--- src/core/hdb_regs.svh ---
`ifndef HDB_REGS_SVH
`define HDB_REGS_SVH
`define HDB_FIFO_WIDTH 1
`define HDB_FIFO_DEPTH 8
`define HDB_RUN_LEN 4
`define HDB_ZRUN_LAST 2'h3
`define HDB_FLUSH_LAST 3'h3
`endif

--- src/core/hdb_pkg.sv ---
`default_nettype none
package hdb_pkg;
  typedef enum logic [1:0] {SYM_ZERO = 2'h0, SYM_ONE = 2'h1, SYM_B = 2'h2, SYM_V = 2'h3} hdb_sym_t;
  typedef enum logic [1:0] {MODE_FULL = 2'h0, MODE_HALF = 2'h1, MODE_REMOTE = 2'h2, MODE_LOCAL = 2'h3} hdb_mode_t;
  typedef enum logic [2:0] {ST_RX = 3'h1, ST_TX = 3'h2, ST_FLUSH = 3'h4} hdb_dir_t;
  typedef struct packed {
    logic pos;
    logic neg;
  } hdb_pulse_t;
  typedef struct packed {
    logic bit_val;
    logic vld;
  } hdb_dent_t;
endpackage : hdb_pkg
`default_nettype wire

--- src/core/hdb_transcoder.sv ---
`timescale 1ns/1ps
`default_nettype none
`include "hdb_regs.svh"

module hdb_fifo #(
  parameter int WIDTH = `HDB_FIFO_WIDTH,
  parameter int DEPTH = `HDB_FIFO_DEPTH
) (
  input  wire logic             clock,     // bit clock
  input  wire logic             rst_n,     // sync reset
  input  wire logic             in_valid,  // write request
  input  wire logic [WIDTH-1:0] in_data,   // write data
  output logic                  in_ready,  // room left
  output logic                  out_valid, // data present
  output logic      [WIDTH-1:0] out_data,  // head entry
  input  wire logic             out_ready  // reader takes head
);
  localparam int AW = $clog2(DEPTH);
  logic [WIDTH-1:0] mem [DEPTH];
  logic [AW-1:0]    wr_ptr;
  logic [AW-1:0]    rd_ptr;
  logic [AW:0]      count;
  logic [AW:0]      next_count;
  logic             push;
  logic             pop;

  assign push      = in_valid && in_ready;
  assign pop       = out_valid && out_ready;
  assign out_valid = count != '0;
  assign out_data  = mem[rd_ptr];

  always_comb begin
    next_count = count;
    if (push && !pop) begin
      next_count = count + 1'b1;
    end else if (pop && !push) begin
      next_count = count - 1'b1;
    end
  end

  // ready is registered so the top sees it straight from a flop
  always_ff @(posedge clock) begin
    if (!rst_n) begin
      count    <= '0;
      in_ready <= 1'b0;
    end else begin
      count    <= next_count;
      in_ready <= next_count != (AW+1)'(DEPTH);
    end
  end

  // pointers wrap naturally, so depth must be a power of two
  always_ff @(posedge clock) begin
    if (!rst_n) begin
      wr_ptr <= '0;
      rd_ptr <= '0;
    end else begin
      if (push) begin
        wr_ptr <= wr_ptr + 1'b1;
      end
      if (pop) begin
        rd_ptr <= rd_ptr + 1'b1;
      end
    end
  end

  always_ff @(posedge clock) begin
    if (push) begin
      mem[wr_ptr] <= in_data;
    end
  end
endmodule : hdb_fifo

// How it works
// - a tracker holds odd/even count of pulses (B included) since last violation, fed to encoder
// - the tracker updates on the falling edge, encoder pipeline on the rising edge
// - full duplex uses separate line input and output pins concurrently
// - half duplex shares one three-state pin pair, transmit or receive, never both
// - remote loop-back sends line input straight to line output, core detached
// - local loop-back feeds encoder output to decoder, line pins disconnected
// - encoder turns NRZ into separate positive and negative pulse outputs
// - decoder rebuilds NRZ data from the positive and negative pulse pair
// - decoder outputs four zeros for substitution patterns via a four-bit buffer
// - encoder detects four-zero runs, data delayed through a four-stage shift register
// - same-polarity successive pulses raise a flag unless part of a substitution
// - both pulses in one bit period raise the error flag
module hdb_transcoder import hdb_pkg::*; (
  input  wire logic      clock,                   // bit clock
  input  wire logic      rst_n,                   // sync reset
  input  wire hdb_mode_t mode,                    // duplex / loop-back select
  input  wire logic      nrz_serial_in,           // transmit bit
  input  wire logic      nrz_valid,               // transmit bit offered
  output logic           nrz_ready,               // fifo has room
  input  wire logic      line_pos_in,             // receive positive pulse
  input  wire logic      line_neg_in,             // receive negative pulse
  output logic           positive_pulse_out,      // transmit positive pulse
  output logic           negative_pulse_out,      // transmit negative pulse
  input  wire logic      io_pos_in,               // shared pin, positive, in
  input  wire logic      io_neg_in,               // shared pin, negative, in
  output logic           io_pos_out,              // shared pin, positive, out
  output logic           io_neg_out,              // shared pin, negative, out
  output logic           io_oe,                   // shared pins driven
  output logic           decoded_serial_out,      // received bit
  output logic           decoded_valid,           // received bit valid
  output logic           polarity_violation_flag, // stray violation
  output logic           pulse_error_flag         // both pulses at once
);

  hdb_sym_t   pipe [`HDB_RUN_LEN];
  hdb_dent_t  dbuf [`HDB_RUN_LEN];
  hdb_dir_t   dir;
  hdb_pulse_t enc_pulse;
  hdb_pulse_t rx;
  logic [1:0] zrun;
  logic [2:0] flush_cnt;
  logic       fifo_valid;
  logic [0:0] fifo_data;
  logic       tx_ok;
  logic       flushing;
  logic       enc_step;
  logic       in_bit;
  logic       subst;
  logic       par_now;
  logic       mark_pos;
  logic       emit;
  logic       enc_is_v;
  logic       last_pol;
  logic       odd_even;
  logic       oe_d;
  logic       rx_active;
  logic       dec_pulse;
  logic       dec_viol;
  logic       dec_sub;
  logic       seen_pulse;
  logic       last_rx_pos;

  hdb_fifo #(.WIDTH(`HDB_FIFO_WIDTH), .DEPTH(`HDB_FIFO_DEPTH)) u_fifo (
    .clock     (clock),
    .rst_n     (rst_n),
    .in_valid  (nrz_valid),
    .in_data   (nrz_serial_in),
    .in_ready  (nrz_ready),
    .out_valid (fifo_valid),
    .out_data  (fifo_data),
    .out_ready (tx_ok)
  );

  // encoder pulls data in every mode, but in half duplex only while it owns the line
  assign tx_ok    = (mode == MODE_HALF) ? (dir == ST_TX) : 1'b1;
  assign flushing = dir == ST_FLUSH;
  assign enc_step = (fifo_valid && tx_ok) || flushing;
  assign in_bit   = !flushing && fifo_data[0];
  // flush zeros only push data out; substituting them would leave a stray V in the pipe
  assign subst    = enc_step && !flushing && !in_bit && zrun == `HDB_ZRUN_LAST;
  // parity seen by the decision includes the symbol leaving at this edge
  assign par_now  = (pipe[`HDB_RUN_LEN-1] == SYM_V) ? 1'b0
                  : odd_even ^ (pipe[`HDB_RUN_LEN-1] != SYM_ZERO);
  assign emit     = pipe[`HDB_RUN_LEN-1] != SYM_ZERO;
  assign mark_pos = (pipe[`HDB_RUN_LEN-1] == SYM_V) ? last_pol : !last_pol;

  always_ff @(posedge clock) begin
    if (!rst_n) begin
      zrun <= '0;
    end else if (enc_step) begin
      zrun <= (subst || in_bit || flushing) ? 2'h0 : zrun + 1'b1;
    end
  end

  always_ff @(posedge clock) begin
    if (!rst_n) begin
      pipe[0] <= SYM_ZERO;
    end else if (enc_step) begin
      pipe[0] <= subst ? SYM_V : (in_bit ? SYM_ONE : SYM_ZERO);
    end
  end

  for (genvar i = 1; i < `HDB_RUN_LEN; i++) begin : g_pipe
    always_ff @(posedge clock) begin
      if (!rst_n) begin
        pipe[i] <= SYM_ZERO;
      end else if (enc_step) begin
        // even count: oldest zero of the run becomes the balancing pulse
        pipe[i] <= (i == `HDB_RUN_LEN-1 && subst && !par_now) ? SYM_B : pipe[i-1];
      end
    end
  end

  always_ff @(posedge clock) begin
    if (!rst_n) begin
      enc_pulse <= '0;
      enc_is_v  <= 1'b0;
      last_pol  <= 1'b0;
    end else if (enc_step) begin
      enc_pulse <= '{pos: emit && mark_pos, neg: emit && !mark_pos};
      enc_is_v  <= pipe[`HDB_RUN_LEN-1] == SYM_V;
      last_pol  <= emit ? mark_pos : last_pol;
    end else begin
      enc_pulse <= '0;
      enc_is_v  <= 1'b0;
    end
  end

  // falling edge: the next rising-edge decision never sees a stale count
  always_ff @(negedge clock) begin
    if (!rst_n) begin
      odd_even <= 1'b0;
    end else if (enc_is_v) begin
      odd_even <= 1'b0;
    end else if (enc_pulse.pos || enc_pulse.neg) begin
      odd_even <= !odd_even;
    end
  end

  // half duplex: own the pins while data waits, then flush the pipe
  always_ff @(posedge clock) begin
    if (!rst_n) begin
      dir       <= ST_RX;
      flush_cnt <= 3'h0;
    end else begin
      case (dir)
        ST_RX: begin
          if (mode == MODE_HALF && fifo_valid) begin
            dir <= ST_TX;
          end
        end
        ST_TX: begin
          if (!fifo_valid || mode != MODE_HALF) begin
            dir       <= ST_FLUSH;
            flush_cnt <= 3'h0;
          end
        end
        ST_FLUSH: begin
          flush_cnt <= flush_cnt + 1'b1;
          if (flush_cnt == `HDB_FLUSH_LAST) begin
            dir <= ST_RX;
          end
        end
        default: dir <= ST_RX;
      endcase
    end
  end

  always_ff @(posedge clock) begin
    if (!rst_n) begin
      positive_pulse_out <= 1'b0;
      negative_pulse_out <= 1'b0;
      io_pos_out         <= 1'b0;
      io_neg_out         <= 1'b0;
      io_oe              <= 1'b0;
      oe_d               <= 1'b0;
    end else begin
      oe_d               <= dir != ST_RX;
      // one extra cycle so the last flushed symbol still reaches the pin
      io_oe              <= (mode == MODE_HALF) && (dir != ST_RX || oe_d);
      io_pos_out         <= (mode == MODE_HALF) && enc_pulse.pos;
      io_neg_out         <= (mode == MODE_HALF) && enc_pulse.neg;
      case (mode)
        MODE_FULL: begin
          positive_pulse_out <= enc_pulse.pos;
          negative_pulse_out <= enc_pulse.neg;
        end
        MODE_REMOTE: begin
          positive_pulse_out <= line_pos_in;
          negative_pulse_out <= line_neg_in;
        end
        default: begin
          positive_pulse_out <= 1'b0;
          negative_pulse_out <= 1'b0;
        end
      endcase
    end
  end

  always_comb begin
    rx = '0;
    case (mode)
      MODE_FULL:  rx = '{pos: line_pos_in, neg: line_neg_in};
      MODE_HALF:  rx = io_oe ? hdb_pulse_t'('0) : hdb_pulse_t'({io_pos_in, io_neg_in});
      MODE_LOCAL: rx = enc_pulse;
      default:    rx = '0;
    endcase
  end

  assign rx_active = mode != MODE_REMOTE && !(mode == MODE_HALF && io_oe);
  assign dec_pulse = rx.pos ^ rx.neg;
  assign dec_viol  = dec_pulse && seen_pulse && rx.pos == last_rx_pos;
  // a violation counts as substitution only after two zeros (000V or B00V)
  assign dec_sub   = dec_viol && !dbuf[0].bit_val && !dbuf[1].bit_val;

  always_ff @(posedge clock) begin
    if (!rst_n) begin
      seen_pulse  <= 1'b0;
      last_rx_pos <= 1'b0;
    end else if (dec_pulse) begin
      seen_pulse  <= 1'b1;
      last_rx_pos <= rx.pos;
    end
  end

  always_ff @(posedge clock) begin
    if (!rst_n) begin
      dbuf[0] <= '0;
    end else begin
      dbuf[0] <= '{bit_val: dec_pulse && !dec_sub, vld: rx_active};
    end
  end

  for (genvar i = 1; i < `HDB_RUN_LEN; i++) begin : g_dbuf
    always_ff @(posedge clock) begin
      if (!rst_n) begin
        dbuf[i] <= '0;
      end else begin
        dbuf[i] <= '{bit_val: dbuf[i-1].bit_val && !dec_sub, vld: dbuf[i-1].vld};
      end
    end
  end

  always_ff @(posedge clock) begin
    if (!rst_n) begin
      decoded_serial_out      <= 1'b0;
      decoded_valid           <= 1'b0;
      polarity_violation_flag <= 1'b0;
      pulse_error_flag        <= 1'b0;
    end else begin
      decoded_serial_out      <= dbuf[`HDB_RUN_LEN-1].bit_val;
      decoded_valid           <= dbuf[`HDB_RUN_LEN-1].vld;
      polarity_violation_flag <= rx_active && dec_viol && !dec_sub;
      pulse_error_flag        <= rx_active && rx.pos && rx.neg;
    end
  end
endmodule : hdb_transcoder
`default_nettype wire

--- config.mk ---
export PLATFORM = sky130hd
export DESIGN_NAME = hdb_transcoder
export DESIGN_NICKNAME = d
export VERILOG_FILES = /design/src/core/hdb_pkg.sv /design/src/core/hdb_transcoder.sv
export VERILOG_INCLUDE_DIRS = /design/src /design/src/core
export SDC_FILE = /design/constraint.sdc
export NUM_CORES = 1
export LEC_CHECK = 0
export BUFFER_PORTS_ARGS = -buffer_cell sky130_fd_sc_hd__clkbuf_2
export CORE_MARGIN = 3
export CORE_UTILIZATION = 52
export CTS_CLUSTER_DIAMETER = 50
export DETAILED_ROUTE_END_ITERATION = 10
export PLACE_DENSITY = 0.73
export RECOVER_POWER = 50
export SYNTH_ARGS = -nofsm -noshare
export SYNTH_HDL_FRONTEND = slang
export SYNTH_SLANG_ARGS = --single-unit
--- constraint.sdc ---
create_clock -name clock -period 2.18 [get_ports clock]
set_input_delay 0.545 -clock clock [delete_from_list [all_inputs] [get_ports clock]]
set_output_delay 0.545 -clock clock [all_outputs]
set_load 0.005 [all_outputs]
== After elaboration in Yosys (flattened, before gate mapping) ==
Memory sizes are Yosys's and may differ from the RTL's. A register that Yosys moved wholly into a read port is not among the register bits.
Cells that the tools add are included.

* $add $sub $neg: 6
* Equal/unequal tests: 17
* Multiplexer cells: 36
* Bitwise gates (word level): 11
* Reductions and logical operators: 58

{| class="wikitable"
|+ Operator list
! kind !! number
|-
| 1-bit logical AND || 29
|-
| 2-bit two-way mux || 12
|-
| 3-bit two-way mux || 6
|-
| 1-bit zero test || 14
|-
| 1-bit two-way mux || 11
|-
| 3-bit by 1-bit adder with 3-bit output (second input constant) || 3
|-
| 3-bit case mux with 3 select lines || 1
|-
| 2-bit == test (second input constant) || 4
|-
| 4-bit two-way mux || 2
|-
| 1-bit bitwise OR || 8
|-
| 3-bit by 2-bit == test with 1-bit output (second input constant) || 2
|-
| 1-bit logical OR || 6
|-
| 2-bit by 1-bit inequality test with 1-bit output (second input constant) || 3
|-
| 2-bit case mux with 3 select lines || 1
|-
| 3-bit case mux with 2 select lines || 1
|-
| 2-bit AND reduction || 3
|-
| 4-bit by 1-bit adder with 4-bit output (second input constant) || 1
|-
| 2-bit inequality test (second input constant) || 2
|-
| 4-bit inequality test (second input constant) || 1
|-
| 1-bit case mux with 2 select lines || 2
|-
| 2-bit nonzero test || 2
|-
| 4-bit nonzero test || 1
|-
| 4-bit by 1-bit subtractor with 4-bit output (second input constant) || 1
|-
| 3-bit by 1-bit == test with 1-bit output (second input constant) || 1
|-
| 10 further kinds || 11
|}

* Register bits after elaboration: 34
* Bits in writable memories: 24
* Input port bits: 10
* Logic and storage cells: 153
* Memories: 3

{| class="wikitable"
|+ Memory list
! memory !! words !! width !! read ports !! clocked after Yosys merged registers in !! write ports !! line !! RTL
|-
| dbuf || 4 || 2 || 4 || 1 || 4 || hdb_transcoder.sv:110 || <nowiki>hdb_dent_t dbuf [`HDB_RUN_LEN];</nowiki>
|-
| pipe || 4 || 2 || 4 || 0 || 4 || hdb_transcoder.sv:109 || <nowiki>hdb_sym_t pipe [`HDB_RUN_LEN];</nowiki>
|-
| u_fifo.mem || 8 || 1 || 1 || 1 || 1 || hdb_transcoder.sv:19 || <nowiki>logic [WIDTH-1:0] mem [DEPTH];</nowiki>
|}

== Logic depth before layout (Yosys ltp) ==
* Depth after elaboration: 10
* Gate-level depth with buffers: 8
* Gate-level depth less buffers: 7

== Modules after synthesis ==
Synthesis repeated with hierarchy kept, for this count alone.

* Cell total of the unflattened synthesis: 260
* Area, all modules: 2673.8 sq um

{| class="wikitable"
|+ Modules (own cells, without submodules)
! module !! instances !! cells an instance !! area an instance (sq um) !! sequential area each (sq um)
|-
| hdb_transcoder || 1 || 169 || 1675.4 || 900.9
|-
| hdb_fifo || 1 || 91 || 998.5 || 520.5
|}

==> results.md <==
- Status: finished, final reports clean
- Register bit count reported by yosys: 63
- Hold buffers post-CTS: 0
- Synth area leaders: dfxtp_1, edfxtp_1, nor2_1, and2_1, ha_1
- Die H: 77.6 microns
- Routed Antenna Nets: 0
- Initial Utilization: 0.549
- Endpoints failing setup: 0
- Origin of the critical flop-to-flop path: odd_even
- Max Clock Skew: 0.0386 ns
- Final Slew Violations: 0
- Clock Tree Buf Depth: 2
- Most common cell after layout, fill and taps aside: dfxtp_1
- Leak: 1.25 nW
- Total Nets Final: 312
- Synth area leader: dfxtp_1
- WL/cell: 12.3 microns
- Slowest-stage cell, CP: dfxtp_2
- Synth async-reset ratio: 0
- Worst r2r dst: pipe[3][0]
- Crit path setup slack, layout: 0.0260 ns
- Worst min path class: reg2reg
- Peak VDD IR: 0.000649 V
- PD cells: 1150 nW/um^2
- Dpl ws: 0.00736 ns
- Max stage delay on crit path: 0.33 ns
- Worst path top cell family by delay: flip-flops
- Port bufs: 19
- RSZ-0062 raised after global routing: yes
- Number of flops mapped to enable cells by yosys: 16
- Top cell type's share of synthesized area: 0.353
- Worst path cell trace: o21ai_2 -> o21a_1 -> nor3_2 -> nor2_1
- P&R area growth vs syn: 16.1%
- TritonCTS clock tree: built
- GRT overflow: 0
- Root Buffer: clkbuf_8
- WP buf/inv: 0
- Top Ports: 20
- Slew margin rel.: 0.522
- Crit path max fanout: 3
- Vias in the first global route: 1869
- Synth unique cells: 50
- CP Class: reg2reg
- FF-to-FF setup slack: 0.03 ns
- Post-Syn Area: 2660 sq um
- Reg clk slew, reported paths: 0.08 ns
- Hold Path Depth: 2
- DRC: 0
- Max cap viols: 0
- Hold Crit Endpoint: dbuf[3][1]
- Vias/cell: 5.26
- Hold Startpoint: dbuf[2][1]
- Post-synthesis sequential area ratio: 0.534
- Dpl cells: 350
- Commonest non-fill, non-tap cells in the layout: dfxtp_1, nor2_1, nand2_1
- DIE AREA: 6020 sq um
- Layout cells sized above 1: 0.187
- Final wirelength: 4530 microns
- Post-Synthesis Cells: 263
- Sink Count: 63
- Most used DFF post-synth: dfxtp_1
- Antenna diode count: 0
- Critical Path AT: 2.24 ns
- Worst EP required: 2.27 ns
- R2r worst-path depth: 4
- GP Congestion: 0.813
- Die W: 77.6 microns
- Starting DRT DRC Count: 56
- Tightest Pin Transition: 0.717 ns
- H-tree Lvls: 3
- Num rows: 25
- Fill count: 397
- Final Non-Filler Cells: 367
- Hpwl dp: 3120 microns
- Total CTS buffers: 9
- Final hold violation count: 0
- Clk_lat worst skew: 0.37 ns
- Setup crit end kind: flip-flop
- Via Count: 1930
- Syn Nets: 280
- Syn avg cell area: 10.1 sq um
- Worst hold margin: 0.424 ns
- Largest net degree at the start of global routing: 22
- Pre-Repair DR Iteration Count: 5
- Synthesis warning total: 0
- Core box area: 4850 sq um
- Startpoint Class: flip-flop
- Gr usage total: 0.169
- Total Power: 0.00357 W
- Initial antenna violation count: 0
- Post-layout util: 0.638
- Global-route wire length before repair: 7960 microns
==> cells by family after synthesis <==
kind of cell	after synthesis	synth area share
AND/OR/NAND/NOR	110	0.209
flip-flops	63	0.534
AO/OA/AOI/OAI	46	0.123
buffers and inverters	20	0.0319
XOR/XNOR	11	0.0362
adder cells (fa/ha/maj)	7	0.0329
multiplexers	6	0.0338
==> report_power, final <==
group	total [W]	internal [W]	switching [W]
registers	0.00156	0.00142	0.000139
clock network	0.00104	0.000590	0.000450
logic	0.000970	0.000450	0.000520
total	0.00357	0.00246	0.00111
==> worst max-delay path by stage <==
stage	startpoint	endpoint	slack, ns	cells past startpoint
2_1_floorplan	rst_n	odd_even	0.009	4
3_3_place_gp	odd_even	pipe[3][0]	0.05	4
3_5_place_dp	odd_even	pipe[3][0]	0.007	4
4_1_cts	odd_even	pipe[3][0]	0.002	4
5_1_grt	odd_even	pipe[3][0]	-0.05	4
6_report	odd_even	pipe[3][0]	0.03	4
==> cell usage after synthesis, types with 5 or more instances <==
cell type  number
a21oi_1        11
and2_1         15
clkbuf_1        6
dfxtp_1        47
edfxtp_1       16
ha_1            7
inv_1          11
nand2_1        20
nand2b_1        7
nor2_1         37
nor3_1         11
o21ai_0         6
xnor2_1         5
xor2_1          6
==> tightest hold or removal path: stages (launching register included) <==
cell and delay, ns:
dfxtp_1 0.31, nand2_1 0.05, a31oi_1 0.03
==> metal layers <==
metal | global-route usage | share of wire
met1 | 0.204 | 0.47
met2 | 0.269 | 0.46
met3 | 0.0476 | 0.046
met4 | 0.0996 | 0.021
met5 | 0 | 0
==> sequential cells by signal, indices dropped and copies added, names as in the netlist, 2 cells and up, named ones only <==
| signal | cells |
|---|---|
| u_fifo.count | 4 |
| zrun | 2 |
| enc_pulse | 2 |
| pipe | 8 |
| dbuf | 8 |
| u_fifo.rd_ptr | 3 |
| dir | 3 |
| flush_cnt | 3 |
| u_fifo.wr_ptr | 3 |
| u_fifo.mem | 8 |
==> through the flow <==
| step | instance area, sq um | TNS, ns |
|---|---|---|
| finish | 3090 | 0 |
| global route | 3090 | -0.0503 |
| CTS | 3090 | 0 |
| detailed placement | 2870 | 0 |
| global placement | 2870 | 0 |
| floorplan | 2680 | 0 |
==> cell type report <==
| cell class | instances | area [sq um] | share of cell area |
|---|---|---|---|
| inverters | 10 | 37.5 | 0.0121 |
| multi-input cells | 180 | 1170 | 0.377 |
| repair buffers | 30 | 170 | 0.0550 |
| well taps | 67 | 83.8 | 0.0271 |
| clock buffers | 11 | 151 | 0.0489 |
| flip-flops and latches | 63 | 1420 | 0.460 |
| clock inverters | 6 | 60.1 | 0.0194 |
==> repair_timing <==
item                                    CTS  global route
gates resized for setup                   1             4
endpoints found under the setup margin    2             4
pin swaps                                 0             3
setup buffers                             0             1
(Power assumes the default switching activity.)
